`src/include/watchdog_consts.svh`:
```
// Constants for the independent window watchdog: register byte addresses,
// field positions, reset values and bus answers.
// Assumes 32-bit AXI4-Lite data, one register to an aligned word.
`ifndef WATCHDOG_CONSTS_SVH
`define WATCHDOG_CONSTS_SVH
`define ADDR_REFRESH 32'h0008_8030
`define ADDR_CONTROL 32'h0008_8034
`define ADDR_STATUS 32'h0008_8038
`define ADDR_RST_CTRL 32'h0008_803C
`define ADDR_CSTOP 32'h0008_8040
`define ADDR_EVT_STAT 32'h0008_8044
`define ADDR_EVT_CLR 32'h0008_8048
`define ADDR_EVT_EN 32'h0008_804C
`define CTRL_RST 16'h33F3
`define CTRL_MASK 16'h33F3
`define REFRESH_RST 8'hFF
`define REFRESH_FIRST 8'h00
`define REFRESH_SECOND 8'hFF
`define CNT_IDLE 14'h3FFF
`define DIV_1 4'h0
`define DIV_16 4'h2
`define DIV_32 4'h3
`define DIV_64 4'h4
`define DIV_128 4'hF
`define DIV_256 4'h5
`define EVT_UNDERFLOW 0
`define EVT_REFRESH_ERR 1
`define RESP_OKAY 2'h0
`define RESP_SLVERR 2'h2
`endif

```
`src/include/watchdog_pkg.sv`:
```
// Types for the independent window watchdog.
// Assumes nothing beyond a SystemVerilog compiler.
package watchdog_pkg;
	// Option word and control register share this layout
	typedef struct packed {
		logic [1:0] rsvd_hi;
		logic [1:0] window_start_select;
		logic [1:0] rsvd_mid;
		logic [1:0] window_end_select;
		logic [3:0] clock_divide_select;
		logic [1:0] rsvd_lo;
		logic [1:0] timeout_select;
	} wd_ctrl_t;
	// Full non-volatile option word
	typedef struct packed {
		logic opt_sleep_count_stop;
		logic opt_reset_or_irq_select;
		wd_ctrl_t cfg;
	} opt_word_t;
	typedef enum logic [1:0] {
		EV_NONE = 2'b00,
		EV_UNDERFLOW = 2'b01,
		EV_REFRESH_ERR = 2'b10
	} wd_event_t;
endpackage

```
`src/independent_window_watchdog.sv`:
```
// Independent window watchdog with an AXI4-Lite register port.
// Assumes the option word and mode strap are stable around reset release,
// and that watchdog_count_clock is a slow clock sampled as a plain input.
// Notes on behaviour
// - Reset stops counter, restores all registers
// - Low power stops counting if stop bit 1
// - Register-start mode halts after underflow or error
// - Window start and end positions configurable
// - Underflow or out-of-window refresh raises output
// - Counter value readable through status register
// - Auto-start mode uses option word settings
// - Register-start mode uses control registers
// - Counter driven by dedicated watchdog clock
// - Write 00h then FFh is one refresh
// - Auto-start refresh reloads option timeout value
// - Register-start begins at first refresh
// - Refresh register reads 00h or FFh
// - Auto-start runs at reset release
// - Divide by 1,16,32,64,128 or 256
// - Timeout 128, 512, 1024 or 2048 cycles
// - End beyond start: only start honoured
//
// The AXI4-Lite slave port is this design's own decision.
`include "watchdog_consts.svh"
`timescale 1ns/1ps
`default_nettype none
module independent_window_watchdog #(
	parameter int ADDR_W = 32
) (
	input wire logic aclk,
	input wire logic aresetn,
	input wire logic [ADDR_W-1:0] s_axi_awaddr,
	input wire logic [2:0] s_axi_awprot,
	input wire logic s_axi_awvalid,
	output logic s_axi_awready,
	input wire logic [31:0] s_axi_wdata,
	input wire logic [3:0] s_axi_wstrb,
	input wire logic s_axi_wvalid,
	output logic s_axi_wready,
	output logic [1:0] s_axi_bresp,
	output logic s_axi_bvalid,
	input wire logic s_axi_bready,
	input wire logic [ADDR_W-1:0] s_axi_araddr,
	input wire logic [2:0] s_axi_arprot,
	input wire logic s_axi_arvalid,
	output logic s_axi_arready,
	output logic [31:0] s_axi_rdata,
	output logic [1:0] s_axi_rresp,
	output logic s_axi_rvalid,
	input wire logic s_axi_rready,
	input wire logic watchdog_count_clock,
	input wire logic auto_start_mode,
	input wire watchdog_pkg::opt_word_t option_word_zero,
	input wire logic low_power_entry,
	output logic wdt_reset_req,
	output logic wdt_nmi_req,
	output logic sleep_stop_ctl,
	output logic irq
);
	// Bus channel state
	logic aw_have_r, w_have_r;
	logic [ADDR_W-1:0] aw_addr_r;
	logic [31:0] wdata_r;
	logic [3:0] wstrb_r;
	logic bvalid_r, rvalid_r;
	logic [1:0] bresp_r, rresp_r;
	logic [31:0] rdata_r;
	// Registers
	logic auto_r;
	watchdog_pkg::opt_word_t opt_r;
	watchdog_pkg::wd_ctrl_t ctrl_r;
	logic rst_irq_r, cstop_r;
	logic [7:0] refresh_r;
	logic armed_r;
	logic [1:0] evt_stat_r, evt_en_r;
	// Counting state
	logic running_r, halted_r, started_r;
	logic [13:0] cnt_r;
	logic [7:0] pre_r;
	logic wclk_prev_r;
	logic rst_out_r, nmi_out_r;

	// Prescaler terminal count for a divide code
	function automatic logic [7:0] div_last(input logic [3:0] sel);
		case (sel)
			`DIV_16: div_last = 8'h0F;
			`DIV_32: div_last = 8'h1F;
			`DIV_64: div_last = 8'h3F;
			`DIV_128: div_last = 8'h7F;
			`DIV_256: div_last = 8'hFF;
			default: div_last = 8'h00;
		endcase
	endfunction

	// Reload value for a timeout code
	function automatic logic [13:0] top_val(input logic [1:0] sel);
		case (sel)
			2'h0: top_val = 14'h007F;
			2'h1: top_val = 14'h01FF;
			2'h2: top_val = 14'h03FF;
			default: top_val = 14'h07FF;
		endcase
	endfunction

	// Counter value at a given number of quarters of the period
	function automatic logic [14:0] quarter_pos(input logic [1:0] tsel, input logic [2:0] q);
		logic [16:0] per;
		per = {3'h0, top_val(tsel)} + 17'h1;
		quarter_pos = 15'((per * 17'(q)) >> 2) - 15'h1;
	endfunction

	// Write byte-lane merge
	function automatic logic [31:0] merge(input logic [31:0] old, input logic [31:0] nw,
			input logic [3:0] strb);
		for (int i = 0; i < 4; i++) begin
			merge[i*8 +: 8] = strb[i] ? nw[i*8 +: 8] : old[i*8 +: 8];
		end
	endfunction

	// Active settings: option word or registers by mode
	watchdog_pkg::wd_ctrl_t cfg;
	logic sel_reset, sel_sleep_stop;
	assign cfg = auto_r ? opt_r.cfg : ctrl_r;
	assign sel_reset = auto_r ? opt_r.opt_reset_or_irq_select : rst_irq_r;
	assign sel_sleep_stop = auto_r ? opt_r.opt_sleep_count_stop : cstop_r;

	// Window bounds, start and end as counter values
	wire [2:0] start_q = 3'(cfg.window_start_select) + 3'h1;
	wire [2:0] end_q = 3'h3 - 3'(cfg.window_end_select);
	wire [14:0] start_v = quarter_pos(cfg.timeout_select, start_q);
	wire [14:0] end_v = quarter_pos(cfg.timeout_select, end_q);
	wire end_used = (end_q != 3'h0) && (end_q < start_q);
	wire in_window = ({1'b0, cnt_r} <= start_v) && (!end_used || ({1'b0, cnt_r} > end_v));

	// Count clock edge and divided tick
	wire wclk_rise = watchdog_count_clock && !wclk_prev_r;
	wire lp_stop = low_power_entry && sel_sleep_stop;
	wire counting = running_r && !lp_stop;
	wire pre_done = (pre_r >= div_last(cfg.clock_divide_select));
	wire cnt_tick = counting && wclk_rise && pre_done;
	wire underflow = cnt_tick && (cnt_r == 14'h0000);

	// Bus decode
	wire do_write = aw_have_r && w_have_r && !bvalid_r;
	wire do_read = s_axi_arvalid && !rvalid_r;
	wire [31:0] waddr = 32'(aw_addr_r);
	wire [31:0] raddr = 32'(s_axi_araddr);
	wire hit_wr_refresh = do_write && (waddr == `ADDR_REFRESH) && wstrb_r[0];
	wire hit_wr_ctrl = do_write && (waddr == `ADDR_CONTROL);
	wire hit_wr_rstc = do_write && (waddr == `ADDR_RST_CTRL) && wstrb_r[0];
	wire hit_wr_cstop = do_write && (waddr == `ADDR_CSTOP) && wstrb_r[0];
	wire hit_wr_clr = do_write && (waddr == `ADDR_EVT_CLR) && wstrb_r[0];
	wire hit_wr_en = do_write && (waddr == `ADDR_EVT_EN) && wstrb_r[0];
	wire wr_mapped = (waddr == `ADDR_REFRESH) || (waddr == `ADDR_CONTROL) ||
		(waddr == `ADDR_STATUS) || (waddr == `ADDR_RST_CTRL) || (waddr == `ADDR_CSTOP) ||
		(waddr == `ADDR_EVT_STAT) || (waddr == `ADDR_EVT_CLR) || (waddr == `ADDR_EVT_EN);
	wire [7:0] wbyte = wdata_r[7:0];

	// Refresh sequence decode
	wire wr_first = hit_wr_refresh && (wbyte == `REFRESH_FIRST);
	wire refresh_op = hit_wr_refresh && armed_r && (wbyte == `REFRESH_SECOND);
	wire refresh_ok = refresh_op && (!running_r || in_window);
	wire refresh_err = refresh_op && running_r && !in_window;
	wire [1:0] evt_set = {refresh_err, underflow};
	watchdog_pkg::wd_event_t evt_kind;
	assign evt_kind = underflow ? watchdog_pkg::EV_UNDERFLOW :
		(refresh_err ? watchdog_pkg::EV_REFRESH_ERR : watchdog_pkg::EV_NONE);
	wire evt_any = (evt_kind != watchdog_pkg::EV_NONE);
	wire start_ok = refresh_ok && !auto_r && !running_r && !halted_r;

	// Read data mux
	logic [31:0] rd_mux;
	logic rd_mapped;
	always_comb begin
		rd_mapped = 1'b1;
		case (raddr)
			`ADDR_REFRESH: rd_mux = {24'h0, refresh_r};
			`ADDR_CONTROL: rd_mux = {16'h0, ctrl_r};
			`ADDR_STATUS: rd_mux = {18'h0, cnt_r};
			`ADDR_RST_CTRL: rd_mux = {31'h0, rst_irq_r};
			`ADDR_CSTOP: rd_mux = {31'h0, cstop_r};
			`ADDR_EVT_STAT: rd_mux = {30'h0, evt_stat_r};
			`ADDR_EVT_CLR: rd_mux = 32'h0000_0000;
			`ADDR_EVT_EN: rd_mux = {30'h0, evt_en_r};
			default: begin
				rd_mux = 32'h0000_0000;
				rd_mapped = 1'b0;
			end
		endcase
	end

	// Handshake outputs
	assign s_axi_awready = !aw_have_r;
	assign s_axi_wready = !w_have_r;
	assign s_axi_arready = !rvalid_r;
	assign s_axi_bvalid = bvalid_r;
	assign s_axi_bresp = bresp_r;
	assign s_axi_rvalid = rvalid_r;
	assign s_axi_rresp = rresp_r;
	assign s_axi_rdata = rdata_r;
	assign wdt_reset_req = rst_out_r;
	assign wdt_nmi_req = nmi_out_r;
	assign sleep_stop_ctl = sel_sleep_stop;
	assign irq = |(evt_stat_r & evt_en_r);

	// Write channel capture and response
	always_ff @(posedge aclk) begin
		if (!aresetn) begin
			aw_have_r <= 1'b0;
			w_have_r <= 1'b0;
			aw_addr_r <= '0;
			wdata_r <= 32'h0000_0000;
			wstrb_r <= 4'h0;
			bvalid_r <= 1'b0;
			bresp_r <= `RESP_OKAY;
		end else begin
			if (s_axi_awvalid && !aw_have_r) begin
				aw_have_r <= 1'b1;
				aw_addr_r <= s_axi_awaddr;
			end
			if (s_axi_wvalid && !w_have_r) begin
				w_have_r <= 1'b1;
				wdata_r <= s_axi_wdata;
				wstrb_r <= s_axi_wstrb;
			end
			if (do_write) begin
				bvalid_r <= 1'b1;
				bresp_r <= wr_mapped ? `RESP_OKAY : `RESP_SLVERR;
			end else if (bvalid_r && s_axi_bready) begin
				bvalid_r <= 1'b0;
				aw_have_r <= 1'b0;
				w_have_r <= 1'b0;
			end
		end
	end

	// Read channel
	always_ff @(posedge aclk) begin
		if (!aresetn) begin
			rvalid_r <= 1'b0;
			rdata_r <= 32'h0000_0000;
			rresp_r <= `RESP_OKAY;
		end else if (do_read) begin
			rvalid_r <= 1'b1;
			rdata_r <= rd_mux;
			rresp_r <= rd_mapped ? `RESP_OKAY : `RESP_SLVERR;
		end else if (s_axi_rready) begin
			rvalid_r <= 1'b0;
		end
	end

	// Software registers; option word and strap caught during reset
	logic [31:0] ctrl_nxt;
	assign ctrl_nxt = merge({16'h0, ctrl_r}, wdata_r, wstrb_r) & {16'h0, `CTRL_MASK};
	always_ff @(posedge aclk) begin
		if (!aresetn) begin
			auto_r <= auto_start_mode;
			opt_r <= option_word_zero;
			ctrl_r <= `CTRL_RST;
			rst_irq_r <= 1'b0;
			cstop_r <= 1'b0;
			evt_en_r <= 2'b00;
		end else begin
			if (hit_wr_ctrl && !running_r && !started_r) begin
				ctrl_r <= watchdog_pkg::wd_ctrl_t'(ctrl_nxt[15:0]);
			end
			if (hit_wr_rstc) begin
				rst_irq_r <= wdata_r[0];
			end
			if (hit_wr_cstop) begin
				cstop_r <= wdata_r[0];
			end
			if (hit_wr_en) begin
				evt_en_r <= wdata_r[1:0];
			end
		end
	end

	// Refresh register readback and sequence tracking
	always_ff @(posedge aclk) begin
		if (!aresetn) begin
			refresh_r <= `REFRESH_RST;
			armed_r <= 1'b0;
		end else if (hit_wr_refresh) begin
			refresh_r <= (wbyte == `REFRESH_FIRST) ? `REFRESH_FIRST : `REFRESH_SECOND;
			armed_r <= wr_first;
		end
	end

	// Sticky event flags; a new event beats a clear in the same cycle
	always_ff @(posedge aclk) begin
		if (!aresetn) begin
			evt_stat_r <= 2'b00;
		end else begin
			evt_stat_r <= (evt_stat_r & ~(hit_wr_clr ? wdata_r[1:0] : 2'b00)) | evt_set;
		end
	end

	// Reset or interrupt request pulse
	always_ff @(posedge aclk) begin
		if (!aresetn) begin
			rst_out_r <= 1'b0;
			nmi_out_r <= 1'b0;
		end else begin
			rst_out_r <= evt_any && sel_reset;
			nmi_out_r <= evt_any && !sel_reset;
		end
	end

	// Prescaler on the watchdog clock edges
	always_ff @(posedge aclk) begin
		if (!aresetn) begin
			wclk_prev_r <= watchdog_count_clock; // No false edge at release
			pre_r <= 8'h00;
		end else begin
			wclk_prev_r <= watchdog_count_clock;
			if (refresh_ok || !counting) begin
				pre_r <= 8'h00;
			end else if (wclk_rise) begin
				pre_r <= pre_done ? 8'h00 : pre_r + 8'h01;
			end
		end
	end

	// Down-counter and run state
	always_ff @(posedge aclk) begin
		if (!aresetn) begin
			running_r <= auto_start_mode;
			halted_r <= 1'b0;
			cnt_r <= auto_start_mode ? top_val(option_word_zero.cfg.timeout_select) : `CNT_IDLE;
		end else if (evt_any && !auto_r) begin
			running_r <= 1'b0;
			halted_r <= 1'b1;
		end else if (refresh_ok && !halted_r) begin
			running_r <= 1'b1;
			cnt_r <= top_val(cfg.timeout_select);
		end else if (underflow) begin
			cnt_r <= top_val(cfg.timeout_select);
		end else if (cnt_tick) begin
			cnt_r <= cnt_r - 14'h0001;
		end
	end

	// Start event of the register-start path; locks the control register
	always_ff @(posedge aclk) begin
		if (!aresetn) begin
			started_r <= 1'b0;
		end else if (start_ok) begin
			started_r <= 1'b1;
		end
	end
endmodule // independent_window_watchdog
`default_nettype wire

```
`config.mk`:
```
export PLATFORM = sky130hd
export DESIGN_NAME = independent_window_watchdog
export DESIGN_NICKNAME = d
export VERILOG_FILES = /design/src/include/watchdog_pkg.sv /design/src/independent_window_watchdog.sv
export VERILOG_INCLUDE_DIRS = /design/src /design/src/include
export SDC_FILE = /design/constraint.sdc
export NUM_CORES = 1
export LEC_CHECK = 0
export ABC_CLOCK_PERIOD_IN_PS = 11600
export BUFFER_PORTS_ARGS = -buffer_cell sky130_fd_sc_hd__clkbuf_2
export CORE_UTILIZATION = 35
export CTS_CLUSTER_DIAMETER = 80
export DETAILED_ROUTE_END_ITERATION = 8
export PLACE_DENSITY_LB_ADDON = 0.15
export SYNTH_ARGS = -nofsm -noshare
export SYNTH_HDL_FRONTEND = slang
export SYNTH_SLANG_ARGS = --single-unit
```
`constraint.sdc`:
```
create_clock -name aclk -period 11.6 [get_ports aclk]
set_clock_uncertainty 0.1 [all_clocks]
set_input_delay 1.16 -clock aclk [delete_from_list [all_inputs] [get_ports aclk]]
set_output_delay 1.16 -clock aclk [all_outputs]
set_load 0.02 [all_outputs]
```
After elaboration in Yosys (flattened, before gate mapping)
Index checks and enable logic that the tools add are counted.
Word-level totals
  bits in writable memories: 0
  output and inout bits: 45
  logic and storage cells: 196
  memory bits (read-only): 0
  flip-flop bits (word level): 158
  bits in latches: 0
  memories kept: 0
Operators by class
  mux-type cells: 34
  bitwise gates (word level): 5
  reduce and logical (&&, ||, !) cells: 78
  divide/modulo/power cells: 0
  shifts and indexed selects: 0
  add/subtract/negate cells: 7
  $lt $le $gt $ge: 4
  equal/unequal tests: 29
  multiply operators: 2
Operator list (number)
  $eq A32 B20 Y1 const B: 16
  $mux W14: 7
  $pmux W14 S7: 1
  $pmux W11 S3: 2
  $logic_and A1 B1 Y1: 40
  $pmux W8 S5: 1
  $sub A15 B1 Y15 const B: 2
  $mul A15 B3 Y17: 1
  $mul A17 B3 Y17: 1
  $mux W1: 16
  $mux W8: 2
  $add A14 B1 Y15 const B: 1
  $gt A14 B15 Y1: 1
  $le A14 B15 Y1: 1
  $logic_not A1 Y1: 14
  $logic_not A14 Y1: 1
  $sub A14 B1 Y14 const B: 1
  $logic_or A1 B1 Y1: 10
  $mux W2: 5
  $add A8 B1 Y8 const B: 1
  $eq A4 B2 Y1 const B: 2
  $eq A4 B3 Y1 const B: 2
  $eq A8 B8 Y1 const B: 1
  $ge A8 B8 Y1: 1
  other kinds (20): 29

Logic depth before layout (Yosys ltp)
  word-level depth: 17
  mapped depth: 21
  depth with buffers taken out: 19

Worst setup path after synthesis
OpenSTA, ideal clock, no wires.
  path type: reg-to-reg
  start: register auto_r
  end: register cnt_r[0] (enable)
  period minus slack after synthesis: 6385 ps
  arrival time: 5896 ps
  buffers on the path: 2
  library setup time: 390 ps
  slack: 5215 ps
  stages on the path, launching flop included: 20
  cell sequence: edfxtp_1 buf_6 clkbuf_1 mux2_2 ha_1 inv_1 nor2_1 fa_1 fa_1 or2_0 a2111oi_0 nand2_1 ha_1 and3_1 nand4_1 o31ai_1 a21oi_2 a221oi_4 nor3_1 a21oi_1
Between the ends
  cells in the longest elaborated chain, start to end: 17
  elaborated cells on any way between the ends: 47
  classes of those cells: 5 x add/sub; 2 x mul; 4 x order compare; 9 x eq/ne; 6 x mux; 21 x reduce/logical
RTL lines
  start: declaration: line independent_window_watchdog.sv:69  | logic auto_r;
  start signal: assignment: line independent_window_watchdog.sv:257  | auto_r <= auto_start_mode;
  $mux W14: line independent_window_watchdog.sv:123  | assign cfg = auto_r ? opt_r.cfg : ctrl_r;
  $eq A2 B2 Y1 (tied with other cells): line independent_window_watchdog.sv:97  | case (sel)
  $pmux W11 S3: line independent_window_watchdog.sv:97
  $add A14 B1 Y15: line independent_window_watchdog.sv:108  | per = {3'h0, top_val(tsel)} + 17'h1;
  $mul A15 B3 Y17: line independent_window_watchdog.sv:109  | quarter_pos = 15'((per * 17'(q)) >> 2) - 15'h1;
  $sub A15 B1 Y15: line independent_window_watchdog.sv:109
  $gt A14 B15 Y1: line independent_window_watchdog.sv:133  | wire in_window = ({1'b0, cnt_r} <= start_v) && (!end_used || ({1'b0, cnt_r} > end_v));
  $logic_or A1 B1 Y1: line independent_window_watchdog.sv:133
  $logic_and A1 B1 Y1: line independent_window_watchdog.sv:133
  $logic_not A1 Y1: line independent_window_watchdog.sv:163  | wire refresh_err = refresh_op && running_r && !in_window;
  $logic_and A1 B1 Y1: line independent_window_watchdog.sv:163
  $mux W2: line independent_window_watchdog.sv:167  | (refresh_err ? watchdog_pkg::EV_REFRESH_ERR : watchdog_pkg::EV_NONE);
  $mux W2: line independent_window_watchdog.sv:166  | assign evt_kind = underflow ? watchdog_pkg::EV_UNDERFLOW :
  $reduce_bool A2 Y1: line independent_window_watchdog.sv:168  | wire evt_any = (evt_kind != watchdog_pkg::EV_NONE);
  $logic_and A1 B1 Y1: line independent_window_watchdog.sv:331  | end else if (evt_any && !auto_r) begin
  $ne A2 B2 Y1 (no line)
  $reduce_and A2 Y1 (no line) *
  end signal: assignment: line independent_window_watchdog.sv:330  | cnt_r <= auto_start_mode ? top_val(option_word_zero.cfg.timeout_select) : `CNT_IDLE;
  end signal: assignment: line independent_window_watchdog.sv:336  | cnt_r <= top_val(cfg.timeout_select);
  end signal: assignment: line independent_window_watchdog.sv:338  | cnt_r <= top_val(cfg.timeout_select);
  end: declaration: line independent_window_watchdog.sv:78  | logic [13:0] cnt_r;
Every way passes the cells marked *; elsewhere a longest branch is shown, timed or not.
A chain may end at the register's enable or synchronous reset.

Final worst setup path
  start: register auto_r
  end: register cnt_r[4] (enable)
The elaborated chain is that of the path after synthesis.

==> flow_metrics.py <==
metrics = {
    "status": {
        "status": "complete, no violations",
    },
    "drt": {
        "num_vias": 5982,
        "drt-pass1-iter-count": 4,
        "drt_iter0_markers": 247,
        "post_drt_wl_per_cell_um": 15.0,
        "route.antenna.remaining_nets": 0,
        "drc": 0,
        "viasPerCell": 4.99,
        "postRouteWirelength_mm": 17.9,
    },
    "final_layout": {
        "total_area_of_multi_input_combinational_cells_mm2": 0.00396,
        "antenna_cells_inserted": 0,
        "final-seq-area_mm2": 0.00278,
        "final_net_count": 1101,
        "num-fill-cells": 2029,
        "area_growth_syn_to_layout_pct": 19.3,
        "layout-drive-gt1-share": 0.198,
    },
    "setup_path": {
        "timing_worst_setup_path_type": "register to register",
        "worst-r2r-setup-slack_ns": 4.71,
        "worstPathArrival_ns": 6.90,
        "cp.required_ns": 11.61,
        "r2r.worst_path.cells": 16,
        "crit_path_max_fanout": 19,
        "r2r_end": "cnt_r[4]",
        "start_kind": "register",
        "critPathCaptureType": "register",
        "worst_r2r_startpoint": "auto_r",
    },
    "pwr": {
        "combinationalPowerShare": 0.150,
        "vdd.ir_drop.worst_v": 0.0000954,
        "power_report.internal_total_mw": 0.865,
        "clock_power_share": 0.443,
        "power.density_mw_per_mm2": 142,
        "p_leak_nw": 3.52,
        "seq_power_share": 0.407,
        "total_power_mw": 1.19,
        "fraction_of_power_spent_switching_nets": 0.270,
        "net_switching_power_mw": 0.321,
    },
    "synthesis": {
        "synthTopCellsByArea": "dfxtp_1, edfxtp_1, nand2_1",
        "post_synth_and_or_nand_nor_area_fraction": 0.235,
        "ys.warnings.count": 0,
        "synth.distinct_cells": 70,
        "synth-seq-cells": 125,
        "synth_edf_count": 28,
        "synth_area_per_cell_um2": 8.68,
        "syn_area_mm2": 0.00702,
        "synth.yosys.seq_area_share": 0.397,
        "synth_top_flop_cell": "dfxtp_1",
        "synth-compound-area-share": 0.151,
        "post_synth_inst_count": 808,
        "synthMostInstantiatedCell": "nand2_1",
        "synth_top_cells_by_count": "nand2_1, dfxtp_1, a21oi_1, nor2_1, ha_1",
        "async_reset_ff_frac": 0,
        "synth_top_cell_area_share": 0.277,
        "post_synth_fa_ha_maj_area_fraction": 0.0853,
        "synth.area.mux_share": 0.0444,
        "yosys.area.top_type": "dfxtp_1",
        "synthXorXnorAreaFrac": 0.0375,
        "main_combinational_cell_family_by_area_after_synthesis": "simple AND/OR/NAND/NOR gates",
    },
    "floorplanning": {
        "fp.dieArea_mm2": 0.0206,
        "top_level_ports": 179,
        "die_outline_height_um": 144,
        "core_mm2": 0.0195,
        "initial_utilization": 0.359,
        "core.rowCount": 51,
        "die_w_um": 144,
    },
    "grt": {
        "gr_layer_usage_met3": 0.0423,
        "grt.met1_usage": 0.228,
        "grt_util_all_layers": 0.182,
        "vias_in_the_first_global_route": 5641,
        "grt_pass1_wl_mm": 28.5,
        "number_of_antenna_violations_at_the_first_check_in_global_routing": 0,
        "globalRouteMet2Util": 0.306,
        "top_usage_layer": "met2",
        "global_route.overflow_total": 0,
        "grt_max_degree": 82,
    },
    "clock_tree": {
        "post_cts.repair.setup_buffers": 0,
        "clock_tree.htree_level_count": 4,
        "ctsRootBufferMaster": "clkbuf_16",
        "worstSkewPairLatency_ns": 0.42,
        "tritoncts_clock_tree": "yes",
        "post_cts.resized_instances": 0,
        "cts_hold_buffers": 0,
        "cts-buffers-inserted": 17,
        "cts.reportedPaths.clkPinSlew_ns": 0.05,
        "tritoncts_num_sinks": 125,
        "cts.path.max_buffers": 2,
    },
    "sta": {
        "timing_worst_slew_pin_value_ns": 1.04,
        "tns_ns": 0,
        "final-setup-viol-count": 0,
        "timing.fmax_ghz": 0.145,
        "final_period_utilization": 0.594,
        "rsz0062_at_grt": "false",
        "timing_max_transition_violations_final": 0,
        "final.min_clock_period_ns": 6.89,
        "max-slew-margin-rel": 0.304,
        "hold_viol_final": 0,
        "final_critical_path_setup_slack_ns": 4.71,
    },
    "hold_path": {
        "worstHoldPathCells": 2,
        "worst_hold_startpoint": "wdata_r[9]",
        "hold_path_end": "wdata_r[9]",
        "hold_class": "register to register",
    },
    "placement": {
        "placement.setup.worst_slack_ns": 4.70,
        "portBuffers": 124,
        "globalplace.congestion": 0.793,
        "hpwl_mm": 13.6,
    },
    "run": {
        "max-cap-violations": 0,
    },
}
[layout make-up]
cell class | count | area share
clock inverters | 13 | 0.0167
multi-input cells | 632 | 0.473
well taps | 265 | 0.0396
repair buffers | 127 | 0.0768
flip-flops and latches | 125 | 0.332
inverters | 18 | 0.00807
clock buffers | 18 | 0.0538
[sequential cells by signal, summed over array words and instances (netlist names), 2 cells and up]
signal,count
ctrl_r,10
evt_stat_r,2
wdata_r,12
wstrb_r,2
s_axi_rdata,14
opt_r,12
pre_r,8
cnt_r,14
aw_addr_r,32
evt_en_r,2
[cell families (layout without fill, tap and decap cells)]
| logic type | after synthesis | count (layout) |
|---|---|---|
| AOI/OAI and AO/OA | 159 | 159 |
| buffers and inverters | 70 | 176 |
| other | 1 | 20 |
| muxes | 29 | 29 |
| xor gates and xnor gates | 30 | 30 |
| DFF | 125 | 125 |
| adders and majority gates | 46 | 46 |
| and+or+nand+nor | 348 | 348 |
[cell usage in the layout, fill, tap and decap left out, types with 6 or more instances in the layout]
cell	n
mux2i_1	21
ha_1	43
or3_1	7
inv_1	17
nand3_1	23
and3_1	6
a221oi_1	6
dfxtp_1	97
a21o_1	11
xnor2_1	18
nor4_1	19
clkbuf_16	18
xor2_1	12
nor3_1	9
and2_1	13
a2bb2oi_1	11
o21ai_0	12
nand2_1	157
nor2_1	67
a21oi_1	70
conb_1	20
nand4_1	10
clkbuf_2	124
edfxtp_1	28
[power by group through the flow]
stage | combinational (mW) | clock (mW) | sequential [mW]
after global routing | 0.202 | 0.555 | 0.485
after CTS | 0.180 | 0.534 | 0.482
after detailed placement | 0.178 | 0 | 0.492
after global placement | 0.177 | 0 | 0.491
final | 0.178 | 0.525 | 0.482
after floorplan | 0.137 | 0 | 0.484
[critical path: stages (launching register included)]
cell and delay, ns:
edfxtp_1 0.95, mux2i_1 0.62, nand2_1 0.31, nor2_1 0.22, fa_1 0.46, fa_1 0.51
or2_0 0.24, a2111oi_0 0.81, nand2_1 0.14, ha_1 0.33, and3_1 0.21, a221oi_1 0.32
o211ai_1 0.26, a221oi_4 0.60, nor3_1 0.12, a21oi_1 0.14, buf_4 0.25
[through the flow]
step	std cells	area, µm²	hold slack, ns	utilization
global placement	1167	7780	0.346	0.399
detailed placement	1167	7780	0.347	0.399
CTS	1198	8370	0.357	0.429
floorplan	827	7090	0.332	-
global route	1198	8370	0.374	0.429
finish	1198	8370	0.355	0.429
[worst max-delay path by stage]
stage / start / to / slack (ns) / cells past startpoint
2_1_floorplan: auto_r / cnt_r[0] / 5.21 / 19
3_3_place_gp: auto_r / cnt_r[2] / 4.65 / 16
3_5_place_dp: auto_r / cnt_r[3] / 4.70 / 16
4_1_cts: auto_r / cnt_r[1] / 4.68 / 16
5_1_grt: auto_r / cnt_r[5] / 4.18 / 17
6_report: auto_r / cnt_r[4] / 4.71 / 16
[routing by layer]
| metal | vias to the layer above | routed length [µm] |
|---|---|---|
| li1 | 3065 | - |
| met4 | 0 | 286 |
| met5 | - | 0 |
| met1 | 2793 | 8150 |
| met2 | 103 | 8750 |
| met3 | 21 | 724 |
No activity file was read; power rests on OpenSTA's default activity.
